--- src/core/fod_pkg.sv ---
/*
 * fod_pkg: shared constants and types for the floating point opcode
 * decode and sequencing block.
 * Assumes one core clock; every clock count below is in core clocks.
 */
package fod_pkg;
   // =====================================================================
   // prefix and escape bytes
   localparam logic [7:0] ESC_D8 = 8'hD8;
   localparam logic [7:0] ESC_D9 = 8'hD9;
   localparam logic [7:0] ESC_DB = 8'hDB;
   localparam logic [7:0] ESC_DC = 8'hDC;
   localparam logic [7:0] ESC_DD = 8'hDD;
   localparam logic [7:0] ESC_DE = 8'hDE;
   localparam logic [7:0] ESC_DF = 8'hDF;
   localparam logic [7:0] WAIT_BYTE = 8'h9B;
   // =====================================================================
   // second bytes of fixed two-byte forms
   localparam logic [7:0] OP2_NOP = 8'hD0;
   localparam logic [7:0] OP2_PATAN = 8'hF3;
   localparam logic [7:0] OP2_PREM = 8'hF8;
   localparam logic [7:0] OP2_PREM1 = 8'hF5;
   localparam logic [7:0] OP2_PTAN = 8'hF2;
   localparam logic [7:0] OP2_RND = 8'hFC;
   localparam logic [7:0] OP2_SCALE = 8'hFD;
   localparam logic [7:0] OP2_SIN = 8'hFE;
   localparam logic [7:0] OP2_SINCOS = 8'hFB;
   localparam logic [7:0] OP2_SQRT = 8'hFA;
   localparam logic [7:0] OP2_STSW_ACC = 8'hE0;
   // =====================================================================
   // modrm fields: mod is [7:6], reg is [5:3], r/m or n is [2:0]
   localparam logic [1:0] MOD_REG = 2'h3;
   localparam logic [2:0] REG_010 = 3'h2;
   localparam logic [2:0] REG_011 = 3'h3;
   localparam logic [2:0] REG_100 = 3'h4;
   localparam logic [2:0] REG_101 = 3'h5;
   localparam logic [2:0] REG_110 = 3'h6;
   localparam logic [2:0] REG_111 = 3'h7;
   // =====================================================================
   // clock counts (min, max) in core clocks
   localparam int CNT_WIDTH = 9;
   localparam logic [8:0] C_NOP = 9'h002;
   localparam logic [8:0] C_WAIT = 9'h002;
   localparam logic [8:0] C_WAIT_ADD = 9'h002;  // extra clocks of the wait-prefixed forms
   localparam logic [8:0] C_ARG_RED = 9'h05A;   // 90 clocks of argument reduction
   localparam logic [8:0] C_PATAN_MIN = 9'h061, C_PATAN_MAX = 9'h0A1;   // 97..161
   localparam logic [8:0] C_PREM_MIN = 9'h052, C_PREM_MAX = 9'h05B;     // 82..91
   localparam logic [8:0] C_PTAN_MIN = 9'h075, C_PTAN_MAX = 9'h081;     // 117..129
   localparam logic [8:0] C_RND_MIN = 9'h00A, C_RND_MAX = 9'h014;       // 10..20
   localparam logic [8:0] C_RSTOR_MIN = 9'h038, C_RSTOR_MAX = 9'h048;   // 56..72
   localparam logic [8:0] C_SAVE_MIN = 9'h037, C_SAVE_MAX = 9'h041;     // 55..65 no wait
   localparam logic [8:0] C_SCALE_MIN = 9'h007, C_SCALE_MAX = 9'h00E;   // 7..14
   localparam logic [8:0] C_SIN_MIN = 9'h04C, C_SIN_MAX = 9'h08C;       // 76..140
   localparam logic [8:0] C_SINCOS_MIN = 9'h091, C_SINCOS_MAX = 9'h0A1; // 145..161
   localparam logic [8:0] C_SQRT_MIN = 9'h03B, C_SQRT_MAX = 9'h03C;     // 59..60
   localparam logic [8:0] C_STORE = 9'h002;
   localparam logic [8:0] C_BCD_MIN = 9'h039, C_BCD_MAX = 9'h03F;       // 57..63
   localparam logic [8:0] C_SI_MIN = 9'h008, C_SI_MAX = 9'h00D;         // 8..13
   localparam logic [8:0] C_WI_MIN = 9'h007, C_WI_MAX = 9'h00A;         // 7..10
   localparam logic [8:0] C_LI_MIN = 9'h00A, C_LI_MAX = 9'h00D;         // 10..13
   localparam logic [8:0] C_STCW = 9'h003;
   localparam logic [8:0] C_STENV_MIN = 9'h00C, C_STENV_MAX = 9'h016;   // 12..22 no wait
   localparam logic [8:0] C_STSW_MEM = 9'h004;
   localparam logic [8:0] C_STSW_ACC = 9'h002;
   localparam logic [8:0] C_SUB_MIN = 9'h004, C_SUB_MAX = 9'h009;       // 4..9
   // =====================================================================
   // reset values
   localparam logic [2:0] TOP_RESET = 3'h0;
   // =====================================================================
   // decoded operation
   typedef enum logic [4:0] {
      OP_NONE = 5'h00, OP_NOP = 5'h01, OP_PATAN = 5'h02, OP_PREM = 5'h03,
      OP_PREM1 = 5'h04, OP_PTAN = 5'h05, OP_RND = 5'h06, OP_RSTOR = 5'h07,
      OP_SAVE = 5'h08, OP_SCALE = 5'h09, OP_SIN = 5'h0A, OP_SINCOS = 5'h0B,
      OP_SQRT = 5'h0C, OP_STORE = 5'h0D, OP_BCD = 5'h0E, OP_IST = 5'h0F,
      OP_STCW = 5'h10, OP_STENV = 5'h11, OP_STSW = 5'h12, OP_SUB = 5'h13,
      OP_WAIT = 5'h14
   } fod_op_t;
   // memory operand format
   typedef enum logic [3:0] {
      MF_NONE = 4'h0, MF_SINGLE = 4'h1, MF_DOUBLE = 4'h2, MF_EXTENDED = 4'h3,
      MF_WORD_INT = 4'h4, MF_SHORT_INT = 4'h5, MF_LONG_INT = 4'h6, MF_BCD = 4'h7,
      MF_ENV = 4'h8, MF_STATE = 4'h9, MF_CONTROL = 4'hA, MF_STATUS = 4'hB
   } fod_mem_t;
   // sequencer states
   typedef enum logic [1:0] {
      ST_IDLE = 2'b01,
      ST_RUN = 2'b10
   } fod_state_t;
endpackage

--- src/core/fod_timer.sv ---
/*
 * fod_timer: down counter that measures the clock count of one operation.
 * Assumes load and run are never high together with a zero length.
 */
`timescale 1ns/1ps
`default_nettype none
module fod_timer (
   input wire logic i_clk_sys,
   input wire logic i_rst,
   input wire logic i_load,
   input wire logic [fod_pkg::CNT_WIDTH-1:0] i_length,
   output logic o_last
);
   import fod_pkg::*;
   logic [CNT_WIDTH-1:0] remain;
   // =====================================================================
   // counter: loaded with the length, ends when it reaches one
   always_ff @(posedge i_clk_sys or posedge i_rst) begin
      if (i_rst) begin
         remain <= '0;
      end else if (i_load) begin
         remain <= i_length;
      end else if (remain != '0) begin
         remain <= remain - 1'b1;
      end
   end
   assign o_last = (remain == {{(CNT_WIDTH-1){1'b0}}, 1'b1});
endmodule
`default_nettype wire

--- src/core/fod_stack_ptr.sv ---
/*
 * fod_stack_ptr: top-of-stack pointer of the eight-entry register stack.
 * Assumes at most one of pop, push and load per cycle.
 */
`timescale 1ns/1ps
`default_nettype none
module fod_stack_ptr (
   input wire logic i_clk_sys,
   input wire logic i_rst,
   input wire logic i_pop,
   input wire logic i_push,
   input wire logic i_load,
   input wire logic [2:0] i_load_value,
   output logic [2:0] o_top
);
   import fod_pkg::*;
   // =====================================================================
   // pointer: pop moves up, push moves down, wraps modulo eight
   always_ff @(posedge i_clk_sys or posedge i_rst) begin
      if (i_rst) begin
         o_top <= TOP_RESET;
      end else if (i_load) begin
         o_top <= i_load_value;
      end else if (i_pop) begin
         o_top <= o_top + 3'h1;
      end else if (i_push) begin
         o_top <= o_top - 3'h1;
      end
   end
endmodule
`default_nettype wire

--- src/core/fod_core.sv ---
/*
 * fod_core: decodes the floating point opcode handed over by the integer
 * unit, holds busy for the operation's clock count, and applies the
 * register-stack effect when the operation completes.
 * Assumes the integer unit issues only while o_ready is high, gives the
 * escape byte, the modrm/second byte and a wait-prefix flag in one cycle,
 * and supplies the operand-dependent extra clocks and range flag.
 */
// Functional notes
// - arctangent of element one over top, written to element one, pop; 97-161
// - both remainder forms write remainder of top over element one; 82-91
// - tangent replaces top, then pushes one; 117-129
// - round top to integral value in place; 10-20
// - full restore reloads environment and stack; 56-72
// - full save: 57-67 with wait prefix, 55-65 without
// - scale top by two to element one; 7-14
// - sine replaces top; 76-140
// - sine-cosine writes sine to top then pushes cosine; 145-161
// - square root replaces top; 59-60
// - store top to element, double or single real; 2 clocks
// - store top to element or extended/double/single real, then pop; 2 clocks
// - packed decimal store then pop; 57-63
// - integer store: 32-bit 8-13, 16-bit 7-10
// - popping integer store adds 64-bit form 10-13, then pops
// - control word store: 5 with wait, 3 without
// - environment store: 14-24 with wait, 12-22 without
// - status word to memory: 6 with wait, 4 without
// - status word to accumulator: 4 with wait, 2 without
// - four subtract forms, 4-9 clocks each
// - popping subtract writes element minus top, then pops
// - reverse subtract swaps operand order; 4-9
// - pop increments top pointer, push decrements, popped values discarded
// - trig forms add 90 clocks when argument reduction is needed
// - wait opcode stalls issue until not busy; 2 clocks when idle
`timescale 1ns/1ps
`default_nettype none
module fod_core (
   input wire logic i_clk_sys,
   input wire logic i_rst,
   // issue from the integer unit
   input wire logic i_issue,
   input wire logic i_wait_prefix,
   input wire logic [7:0] i_escape,
   input wire logic [7:0] i_modrm,
   input wire logic [7:0] i_extra_clocks,
   input wire logic i_arg_reduce,
   input wire logic [2:0] i_restore_top,
   // status toward the integer unit
   output logic o_ready,
   output logic o_busy,
   output logic o_done,
   output logic o_reserved,
   // decoded operation, held from issue until the next issue; stack top updated at completion
   output fod_pkg::fod_op_t o_op,
   output fod_pkg::fod_mem_t o_mem_fmt,
   output logic o_mem_read,
   output logic o_mem_write,
   output logic o_acc_write,
   output logic o_reverse,
   output logic o_dest_elem,
   output logic [2:0] o_elem_idx,
   output logic o_pop,
   output logic o_push,
   output logic [2:0] o_stack_top
);
   import fod_pkg::*;

   // =====================================================================
   // decode
   fod_op_t dec_op;
   fod_mem_t dec_fmt;
   logic dec_valid, dec_pop, dec_push, dec_rev, dec_dest_elem, dec_waitable, dec_trig;
   logic dec_mem_rd, dec_mem_wr, dec_acc_wr;
   logic [8:0] dec_min, dec_max;
   logic is_mem;
   logic [2:0] reg_fld;

   assign is_mem = (i_modrm[7:6] != MOD_REG);
   assign reg_fld = i_modrm[5:3];

   // one table keyed on escape byte, modrm form and reg field
   always_comb begin
      dec_op = OP_NONE;
      dec_fmt = MF_NONE;
      dec_valid = 1'b1;
      dec_pop = 1'b0;
      dec_push = 1'b0;
      dec_rev = 1'b0;
      dec_dest_elem = 1'b0;
      dec_waitable = 1'b0;
      dec_trig = 1'b0;
      dec_mem_rd = 1'b0;
      dec_mem_wr = 1'b0;
      dec_acc_wr = 1'b0;
      dec_min = C_NOP;
      dec_max = C_NOP;
      if (i_escape == WAIT_BYTE) begin
         dec_op = OP_WAIT;
         dec_min = C_WAIT;
         dec_max = C_WAIT;
      end else if (i_escape == ESC_D9 && !is_mem) begin
         case (i_modrm)
            OP2_NOP: begin
               dec_op = OP_NOP;
            end
            OP2_PATAN: begin
               dec_op = OP_PATAN;
               dec_pop = 1'b1;
               dec_min = C_PATAN_MIN;
               dec_max = C_PATAN_MAX;
            end
            OP2_PREM, OP2_PREM1: begin
               dec_op = (i_modrm == OP2_PREM) ? OP_PREM : OP_PREM1;
               dec_min = C_PREM_MIN;
               dec_max = C_PREM_MAX;
            end
            OP2_PTAN: begin
               dec_op = OP_PTAN;
               dec_push = 1'b1;
               dec_trig = 1'b1;
               dec_min = C_PTAN_MIN;
               dec_max = C_PTAN_MAX;
            end
            OP2_RND: begin
               dec_op = OP_RND;
               dec_min = C_RND_MIN;
               dec_max = C_RND_MAX;
            end
            OP2_SCALE: begin
               dec_op = OP_SCALE;
               dec_min = C_SCALE_MIN;
               dec_max = C_SCALE_MAX;
            end
            OP2_SIN: begin
               dec_op = OP_SIN;
               dec_trig = 1'b1;
               dec_min = C_SIN_MIN;
               dec_max = C_SIN_MAX;
            end
            OP2_SINCOS: begin
               dec_op = OP_SINCOS;
               dec_push = 1'b1;
               dec_trig = 1'b1;
               dec_min = C_SINCOS_MIN;
               dec_max = C_SINCOS_MAX;
            end
            OP2_SQRT: begin
               dec_op = OP_SQRT;
               dec_min = C_SQRT_MIN;
               dec_max = C_SQRT_MAX;
            end
            default: begin
               dec_valid = 1'b0;
            end
         endcase
      end else if (i_escape == ESC_D9) begin
         dec_mem_wr = 1'b1;
         if (reg_fld == REG_010 || reg_fld == REG_011) begin
            dec_op = OP_STORE;
            dec_fmt = MF_SINGLE;
            dec_pop = reg_fld[0];
            dec_min = C_STORE;
            dec_max = C_STORE;
         end else if (reg_fld == REG_111) begin
            dec_op = OP_STCW;
            dec_fmt = MF_CONTROL;
            dec_waitable = 1'b1;
            dec_min = C_STCW;
            dec_max = C_STCW;
         end else if (reg_fld == REG_110) begin
            dec_op = OP_STENV;
            dec_fmt = MF_ENV;
            dec_waitable = 1'b1;
            dec_min = C_STENV_MIN;
            dec_max = C_STENV_MAX;
         end else begin
            dec_valid = 1'b0;
         end
      end else if (i_escape == ESC_DB) begin
         if (!is_mem && reg_fld == REG_011) begin
            dec_op = OP_STORE;
            dec_pop = 1'b1;
            dec_dest_elem = 1'b1;
            dec_min = C_STORE;
            dec_max = C_STORE;
         end else if (is_mem && reg_fld == REG_111) begin
            dec_op = OP_STORE;
            dec_fmt = MF_EXTENDED;
            dec_pop = 1'b1;
            dec_mem_wr = 1'b1;
            dec_min = C_STORE;
            dec_max = C_STORE;
         end else if (is_mem && (reg_fld == REG_010 || reg_fld == REG_011)) begin
            dec_op = OP_IST;
            dec_fmt = MF_SHORT_INT;
            dec_pop = reg_fld[0];
            dec_mem_wr = 1'b1;
            dec_min = C_SI_MIN;
            dec_max = C_SI_MAX;
         end else begin
            dec_valid = 1'b0;
         end
      end else if (i_escape == ESC_DD) begin
         if (!is_mem && reg_fld == REG_010) begin
            dec_op = OP_STORE;
            dec_dest_elem = 1'b1;
            dec_min = C_STORE;
            dec_max = C_STORE;
         end else if (is_mem && reg_fld == REG_100) begin
            dec_op = OP_RSTOR;
            dec_fmt = MF_STATE;
            dec_mem_rd = 1'b1;
            dec_min = C_RSTOR_MIN;
            dec_max = C_RSTOR_MAX;
         end else if (is_mem && reg_fld == REG_110) begin
            dec_op = OP_SAVE;
            dec_fmt = MF_STATE;
            dec_mem_wr = 1'b1;
            dec_waitable = 1'b1;
            dec_min = C_SAVE_MIN;
            dec_max = C_SAVE_MAX;
         end else if (is_mem && (reg_fld == REG_010 || reg_fld == REG_011)) begin
            dec_op = OP_STORE;
            dec_fmt = MF_DOUBLE;
            dec_pop = reg_fld[0];
            dec_mem_wr = 1'b1;
            dec_min = C_STORE;
            dec_max = C_STORE;
         end else if (is_mem && reg_fld == REG_111) begin
            dec_op = OP_STSW;
            dec_fmt = MF_STATUS;
            dec_mem_wr = 1'b1;
            dec_waitable = 1'b1;
            dec_min = C_STSW_MEM;
            dec_max = C_STSW_MEM;
         end else begin
            dec_valid = 1'b0;
         end
      end else if (i_escape == ESC_DF) begin
         dec_mem_wr = is_mem;
         dec_pop = is_mem;
         if (i_modrm == OP2_STSW_ACC) begin
            dec_op = OP_STSW;
            dec_acc_wr = 1'b1;
            dec_waitable = 1'b1;
            dec_min = C_STSW_ACC;
            dec_max = C_STSW_ACC;
         end else if (is_mem && reg_fld == REG_110) begin
            dec_op = OP_BCD;
            dec_fmt = MF_BCD;
            dec_min = C_BCD_MIN;
            dec_max = C_BCD_MAX;
         end else if (is_mem && reg_fld == REG_111) begin
            dec_op = OP_IST;
            dec_fmt = MF_LONG_INT;
            dec_min = C_LI_MIN;
            dec_max = C_LI_MAX;
         end else if (is_mem && (reg_fld == REG_010 || reg_fld == REG_011)) begin
            dec_op = OP_IST;
            dec_fmt = MF_WORD_INT;
            dec_pop = reg_fld[0];
            dec_min = C_WI_MIN;
            dec_max = C_WI_MAX;
         end else begin
            dec_valid = 1'b0;
         end
      end else if (i_escape == ESC_D8 || i_escape == ESC_DC || i_escape == ESC_DE) begin
         // sub: reg 100 forward, reg 101 reverse for memory forms; register
         // forms with reg 101 write the element, reg 100 write the top
         dec_op = OP_SUB;
         dec_min = C_SUB_MIN;
         dec_max = C_SUB_MAX;
         dec_fmt = (i_escape == ESC_D8) ? MF_SINGLE : MF_DOUBLE;
         dec_mem_rd = is_mem;
         if (is_mem) begin
            dec_rev = (reg_fld == REG_101);
            dec_valid = (i_escape != ESC_DE) && (reg_fld == REG_100 || reg_fld == REG_101);
         end else begin
            dec_fmt = MF_NONE;
            dec_dest_elem = (reg_fld == REG_101);
            dec_rev = (i_escape == ESC_D8) ? (reg_fld == REG_101) : (reg_fld == REG_100);
            dec_pop = (i_escape == ESC_DE);
            dec_valid = (reg_fld == REG_100 || reg_fld == REG_101)
                        && !(i_escape == ESC_DE && reg_fld == REG_100);
         end
      end else begin
         dec_valid = 1'b0;
      end
   end

   // =====================================================================
   // clock count of the issued form
   logic [8:0] span, extra, length;
   assign span = dec_max - dec_min;
   assign extra = ({1'b0, i_extra_clocks} > span) ? span : {1'b0, i_extra_clocks};
   // operand-dependent clocks are clamped, so a bad hint never leaves the range
   assign length = dec_min + extra
                   + ((dec_trig && i_arg_reduce) ? C_ARG_RED : 9'h000)
                   + ((dec_waitable && i_wait_prefix) ? C_WAIT_ADD : 9'h000);

   // =====================================================================
   // sequencer
   fod_state_t state;
   logic accept, timer_last, finish;
   assign accept = i_issue && o_ready && (state == ST_IDLE) && dec_valid;
   assign finish = (state == ST_RUN) && timer_last;

   fod_timer u_timer (
      .i_clk_sys(i_clk_sys),
      .i_rst(i_rst),
      .i_load(accept),
      .i_length(length),
      .o_last(timer_last)
   );

   // state: busy runs exactly the counted clocks after the issue edge
   always_ff @(posedge i_clk_sys or posedge i_rst) begin
      if (i_rst) begin
         state <= ST_IDLE;
      end else begin
         case (state)
            ST_IDLE: begin
               if (accept) begin
                  state <= ST_RUN;
               end
            end
            ST_RUN: begin
               if (timer_last) begin
                  state <= ST_IDLE;
               end
            end
            default: begin
               state <= ST_IDLE;
            end
         endcase
      end
   end

   // handshake flags toward the integer unit
   always_ff @(posedge i_clk_sys or posedge i_rst) begin
      if (i_rst) begin
         o_ready <= 1'b1;
         o_busy <= 1'b0;
         o_done <= 1'b0;
         o_reserved <= 1'b0;
      end else begin
         o_done <= finish;
         o_reserved <= i_issue && o_ready && !dec_valid;
         if (accept) begin
            o_busy <= 1'b1;
            o_ready <= 1'b0;
         end else if (finish) begin
            o_busy <= 1'b0;
            o_ready <= 1'b1;
         end
      end
   end

   // decoded fields captured at issue and held for the data path
   always_ff @(posedge i_clk_sys or posedge i_rst) begin
      if (i_rst) begin
         o_op <= OP_NONE;
         o_mem_fmt <= MF_NONE;
         o_mem_read <= 1'b0;
         o_mem_write <= 1'b0;
         o_acc_write <= 1'b0;
         o_reverse <= 1'b0;
         o_dest_elem <= 1'b0;
         o_elem_idx <= 3'h0;
         o_pop <= 1'b0;
         o_push <= 1'b0;
      end else if (accept) begin
         o_op <= dec_op;
         o_mem_fmt <= dec_fmt;
         o_mem_read <= dec_mem_rd;
         o_mem_write <= dec_mem_wr;
         o_acc_write <= dec_acc_wr;
         o_reverse <= dec_rev;
         o_dest_elem <= dec_dest_elem;
         o_elem_idx <= is_mem ? 3'h1 : i_modrm[2:0];
         o_pop <= dec_pop;
         o_push <= dec_push;
      end
   end

   // =====================================================================
   // stack pointer moves only at completion; restore reloads it
   fod_stack_ptr u_stack (
      .i_clk_sys(i_clk_sys),
      .i_rst(i_rst),
      .i_pop(finish && o_pop),
      .i_push(finish && o_push),
      .i_load(finish && o_op == OP_RSTOR),
      .i_load_value(i_restore_top),
      .o_top(o_stack_top)
   );
endmodule
`default_nettype wire

--- config.mk ---
export PLATFORM = sky130hd
export DESIGN_NAME = fod_core
export DESIGN_NICKNAME = d
export VERILOG_FILES = /design/src/core/fod_pkg.sv /design/src/core/fod_timer.sv /design/src/core/fod_stack_ptr.sv /design/src/core/fod_core.sv
export SDC_FILE = /design/constraint.sdc
export NUM_CORES = 1
export LEC_CHECK = 0
export BUFFER_PORTS_ARGS = -buffer_cell sky130_fd_sc_hd__buf_4
export CAP_MARGIN = 40
export CORE_MARGIN = 2
export CORE_UTILIZATION = 45
export CTS_CLUSTER_SIZE = 24
export DETAILED_ROUTE_END_ITERATION = 16
export GPL_TIMING_DRIVEN = 0
export PLACE_DENSITY = 0.68
export SYNTH_ARGS = -nofsm -noshare
export SYNTH_HDL_FRONTEND = slang
export SYNTH_SLANG_ARGS = --single-unit
--- constraint.sdc ---
create_clock -name i_clk_sys -period 2.9 [get_ports i_clk_sys]
set_clock_uncertainty 0.15 [all_clocks]
set_input_delay 0.58 -clock i_clk_sys [delete_from_list [all_inputs] [get_ports i_clk_sys]]
set_output_delay 0.58 -clock i_clk_sys [all_outputs]
set_load 0.02 [all_outputs]
Word level (Yosys, flattened, before mapping)
Index checks and enable logic that the tools add are counted.

storage, ports and cells
  register bits after elaboration = 37
  output and inout bits = 26

operators by class
  reductions and logical operators = 37
  muxes and demuxes = 209
  eq/ne operators = 33
  add/subtract/negate cells = 7
  order comparisons = 1

operators with widths
  cell                                                  number
  equality test 8 bit (second input constant)           19
  2-to-1 mux 9 bit                                      15
  2-to-1 mux 4 bit                                      30
  2-to-1 mux 1 bit                                      106
  2-to-1 mux 5 bit                                      21
  one-hot mux 8 bit (8 select lines)                    1
  one-hot mux 8 bit (7 select lines)                    1
  2-to-1 mux 3 bit                                      16
  2-to-1 mux 6 bit                                      7
  one-hot mux 4 bit (9 select lines)                    1
  2-to-1 mux 7 bit                                      4
  logical AND 1 bit                                     20
  equality test 3 bit (second input constant)           4
  2-to-1 mux 2 bit                                      6
  OR reduction 10 bit                                   1
  adder 9 x 2 -> 9 bit                                  1
  adder 9 x 7 -> 9 bit                                  1
  adder 9 bit                                           1
  equality test 9 x 1 -> 1 bit (second input constant)  1
  > comparator 8 x 9 -> 1 bit                           1
  nonzero test 9 bit                                    1
  subtractor 9 x 1 -> 9 bit (second input constant)     1
  subtractor 9 bit                                      1
  inequality test 8 bit (second input constant)         1
  15 further kinds                                      26

Logic depth before layout (Yosys ltp)
  depth after elaboration = 20
  gate-level depth with buffers = 35
  gate-level depth less buffers = 33

Hierarchy
Synthesis repeated with hierarchy kept, for this count alone.

second synthesis, totals
  cells, all modules = 593
  area total of the unflattened synthesis = 4601.9 um^2

by module, submodules not included
  module         cells an instance  instances  area each (um^2)
  fod_core       508                1          3816.2
  fod_timer      66                 1          595.6
  fod_stack_ptr  19                 1          190.2

Worst setup path before layout
No wires, ideal clock.

  path kind = input port to flip-flop
  from = in i_escape[5]
  to = reg u_timer.remain[7]
  path buffers = 1
  library setup time = 0.087 ns
  cell stages on the path = 27
  data arrival time = 6.413 ns
  data required time = 2.663 ns
  slack = -3.750 ns
  cells stage by stage = and3b_1 buf_2 nand3_1 nor3_1 nand2_1 o211a_1 ha_1 nor2b_1 nand4_1 o211ai_1 o21a_1 o311a_1 ha_1 nand2_1 o32a_1 o21ai_1 a2bb2oi_1 nor3_1 ha_1 a311o_1 ha_1 and4_1 a221o_1 a21o_1 a21o_1 a2111o_1 o211ai_1

between the ends
  cells in the longest elaborated chain, start to end = 17

RTL lines
  what                                                         RTL line         source
  from (decl)                                                  fod_core.sv:43   input wire logic [7:0] i_escape,
  equality test 8 bit                                          fod_core.sv:267  end else if (i_escape == ESC_D8 || i_escape == ESC_DC || i_escape == ESC_DE) begin
  logical OR 1 bit (2 in series)                               fod_core.sv:267
  2-to-1 mux 4 bit / 2-to-1 mux 3 bit (equally long branches)  fod_core.sv:267
  2-to-1 mux 9 bit                                             fod_core.sv:239  end else if (i_escape == ESC_DF) begin
  2-to-1 mux 9 bit                                             fod_core.sv:203  end else if (i_escape == ESC_DD) begin
  2-to-1 mux 9 bit                                             fod_core.sv:179  end else if (i_escape == ESC_DB) begin
  2-to-1 mux 9 bit                                             fod_core.sv:156  end else if (i_escape == ESC_D9) begin
  2-to-1 mux 9 bit                                             fod_core.sv:101  end else if (i_escape == ESC_D9 && !is_mem) begin
  2-to-1 mux 9 bit                                             fod_core.sv:97   if (i_escape == WAIT_BYTE) begin
  subtractor 9 bit                                             fod_core.sv:294  assign span = dec_max - dec_min;
  > comparator 8 x 9 -> 1 bit                                  fod_core.sv:295  assign extra = ({1'b0, i_extra_clocks} > span) ? span : {1'b0, i_extra_clocks};
  2-to-1 mux 9 bit                                             fod_core.sv:295
  adder 9 bit                                                  fod_core.sv:297  assign length = dec_min + extra
  adder 9 x 7 -> 9 bit                                         fod_core.sv:298  + ((dec_trig && i_arg_reduce) ? C_ARG_RED : 9'h000)
  adder 9 x 2 -> 9 bit                                         fod_core.sv:299  + ((dec_waitable && i_wait_prefix) ? C_WAIT_ADD : 9'h000);
  2-to-1 mux 9 bit                                             fod_timer.sv:21  end else if (i_load) begin
  to (signal assigned)                                         fod_timer.sv:22  remain <= i_length;
  to (signal assigned)                                         fod_timer.sv:24  remain <= remain - 1'b1;
  to (decl)                                                    fod_timer.sv:15  logic [CNT_WIDTH-1:0] remain;

Several ways; a longest one is shown, not always the timed one.
A chain may end at the register's enable or synchronous reset.

Worst setup path in the final report
Same ends and word-level chain as after synthesis.

==> summary.txt <==
Worst setup path
  • Required time of the worst setup path: 2.95 ns
  • Crit path kind: input port to register
  • Crit. End Element: register
  • CP Launch Type: input port
  • Worst reg2reg path depth: 9
  • Worst EP arrival: 6.42 ns
  • Crit-path max FO: 6

Logic synthesis
  • Net Count, Synth: 672
  • Syn avg cell area: 7.48 um2
  • Dominant synthesized flop cell: dfrtp_1
  • Yosys top cell by area: dfrtp_1
  • Synth top area share: 19.4%
  • Count of cell types in the netlist: 83
  • EDFF count, synth: 0
  • Post-synthesis sequential area ratio: 20.5%
  • Yosys reg bits: 37
  • Mapped Cells: 605
  • Yosys warnings: 0
  • Synth top area cells: dfrtp_1 (19%), ha_1 (8.3%), o21ai_0 (6.4%)
  • Synth Cell Area: 0.00453 mm2
  • Share of synthesized flip-flops with an asynchronous set or reset: 100%

STA
  • Crit share post-route: 220%
  • Setup violations, final: 20
  • Fmax: 157 MHz
  • Setup Total Neg Slack: -28.21 ns
  • Final-report max-slew violation count: 0
  • Hold Vio Cnt, Final: 0
  • Fin worst setup slack: -3.47 ns
  • Least-Margin Pin Slew: 0.682 ns
  • Slew Limit Headroom: 54.5%
  • RSZ-0062 raised after global routing: true
  • Min cycle time layout: 6.37 ns

Global route
  • Vias in the first global route: 4,913
  • First-pass GRT wire length: 26,700 um
  • Total gr overflow: 0
  • Initial antenna violation count: 0
  • GRT Util Overall: 30.3%
  • Largest net degree at the start of global routing: 23

Floorplanning
  • Die Wd: 104 um
  • Die Y: 104 um
  • Initial core utilization: 46.3%
  • Core area: 0.00977 mm2
  • Rows: 36
  • Area of the die: 0.0109 mm2
  • I/O pins: 58

Drt
  • Drt wl/cell: 20.3 um
  • Initial DRC Count: 671
  • Remaining antenna violation count: 0
  • DRT Wirelength: 17,900 um
  • DRC: 0
  • Drt first pass iters: 6
  • Avg Vias per Cell: 6.14
  • Via count: 5,425

Clock tree
  • Total CTS buffers: 5
  • CTS H-tree lvls: 2
  • Bufs on Longest Clock Path: 2
  • Root Buffer: clkbuf_8
  • CTS Sinks: 37
  • CTS tree: yes
  • Post-CTS Hold Buffers: 0
  • Clock Latency Late Sink: 0.29 ns
  • Clk pin slew, worst setup/hold paths: 0.08 ns

Place
  • Placed Cells: 795
  • IO buf count: 55
  • Placer Congestion: 0.990
  • HPWL Detailed: 12,300 um

Finish
  • Leading cell type in the layout, fill and taps excluded: buf_4
  • Fin util: 71.1%
  • Fin cells: 884
  • Most frequent cells in the layout: buf_4 (126), nand2_1 (49), nor2_1 (43)
  • Share of cells above drive strength 1: 43.9%
  • ANT cells: 0
  • Final nets: 817
  • FILL cells: 783
  • Layout area overhead: 53.6%

Flow run
  • Max Cap Viol: 0

Power
  • VDD IR-drop max: 0.303 mV
  • P_leak: 3.10 nW
  • PD cells: 277 mW/mm2

Status
  • Failing checks: setup timing
  • Status: finished, violations left

Hold path
  • Worst Hold Class: input port to async pin
==> cell type report <==
type / count / area (um2) / area share [%]
Sequential cell: 37 / 928 / 13.4
Clock buffer: 6 / 72.6 / 1.04
Timing Repair Buffer: 140 / 1200 / 17.3
Clock inverter: 2 / 10.0 / 0.144
Inverter: 30 / 116 / 1.67
Tap cell: 133 / 166 / 2.39
Multi-Input combinational cell: 501 / 4130 / 59.4
Buffer: 35 / 328 / 4.71
==> sequential cells by signal (all words and copies together) (netlist names) <==
signal          cells
o_mem_write         1
o_mem_fmt           4
o_done              1
u_timer.remain      9
o_acc_write         1
o_ready             1
o_reverse           1
o_busy              1
o_op                5
o_reserved          1
state               2
o_elem_idx          3
o_dest_elem         1
o_push              1
o_mem_read          1
u_stack.o_top       3
o_pop               1
==> cells by family (layout without fill, tap and decap cells) <==
| family | count (synthesis) | count (layout) | share of synthesized area [%] |
|---|---|---|---|
| DFF | 37 | 37 | 20.5 |
| and+or+nand+nor | 243 | 243 | 27.7 |
| xor gates and xnor gates | 24 | 24 | 4.64 |
| adders and majority gates | 35 | 35 | 10.5 |
| AOI/OAI and AO/OA | 195 | 196 | 29.4 |
| buffers and inverters | 68 | 213 | 6.61 |
| muxes | 3 | 3 | 0.664 |
==> where the power goes <==
| group | total (W) | leakage, nW | internal [W] | switching [W] |
|---|---|---|---|---|
| Combinational | 0.000913 | 2.57 | 0.000424 | 0.000489 |
| Clock | 0.000345 | 0.0450 | 0.000167 | 0.000179 |
| Sequential | 0.000667 | 0.483 | 0.000594 | 0.0000735 |
==> final timing paths <==
check                                  start                end  slack (ns)
setup / recovery                 i_escape[5]  u_timer.remain[7]       -3.47
min in group i_clk_sys           o_dest_elem        o_dest_elem        0.37
hold reg to reg                  o_dest_elem        o_dest_elem        0.37
setup reg to reg           u_timer.remain[4]   u_stack.o_top[2]        0.20
max in group asynchronous              i_rst            o_ready        1.74
hold / removal                         i_rst      o_elem_idx[2]        0.24
==> worst max-delay path, cell delays in order <==
cell and delay [ns]:
buf_6 0.09, and3b_2 0.31, buf_4 0.14, nand4_1 0.21, buf_4 0.23, a21oi_2 0.22
o21ai_1 0.14, o311a_1 0.15, ha_1 0.26, or3_4 0.36, o21a_1 0.24, o311a_4 0.35
ha_4 0.26, nand2_4 0.08, o32a_1 0.25, o21ai_4 0.12, nor4_2 0.28, nor3_1 0.09
ha_2 0.17, a311o_1 0.36, ha_4 0.26, and4_1 0.14, a221o_1 0.32, a21o_1 0.16
a21o_1 0.17, a2111o_1 0.37, o211ai_1 0.09
==> synth_stat cells, drive strengths merged, types with 5 or more instances <==
library cell,instances
a21boi,7
a21o,6
a21oi,42
a31oi,5
and2,6
and3,8
buf,25
clkbuf,13
dfrtp,35
fa,5
ha,30
inv,30
nand2,67
nand2b,13
nand3,23
nand4,8
nor2,55
nor2b,8
nor3,20
nor4,6
o211ai,6
o21a,6
o21ai,61
o21bai,5
o31ai,13
or2,5
or4,5
xnor2,14
xor2,10
==> what timing repair did <==
item	CTS	global route
cloned	1	4
resized for setup	98	145
buffers inserted	43	37
endpoints found under the setup margin	32	33
pin swaps	48	62
==> per-stage QoR <==
stage | total power, W | hold WS, ns | setup WS [ns] | cell area [um2]
finish | 0.00193 | 0.245 | -3.47 | 6950
global route | 0.00205 | 0.294 | -3.64 | 6950
CTS | 0.00182 | 0.262 | -3.35 | 6040
detailed placement | 0.00139 | 0.329 | -4.27 | 5270
global placement | 0.00137 | 0.321 | -4.23 | 5240
floorplan | 0.00118 | 0.324 | -3.45 | 4660
==> layer usage <==
| layer | global-route usage, % | wire length (um) |
|---|---|---|
| met1 | 43.7 | 7630 |
| met2 | 48.4 | 8610 |
| met3 | 2.94 | 1280 |
| met4 | 7.92 | 422 |
| met5 | 0 | 0 |
No activity file was read; power rests on OpenSTA's default activity.
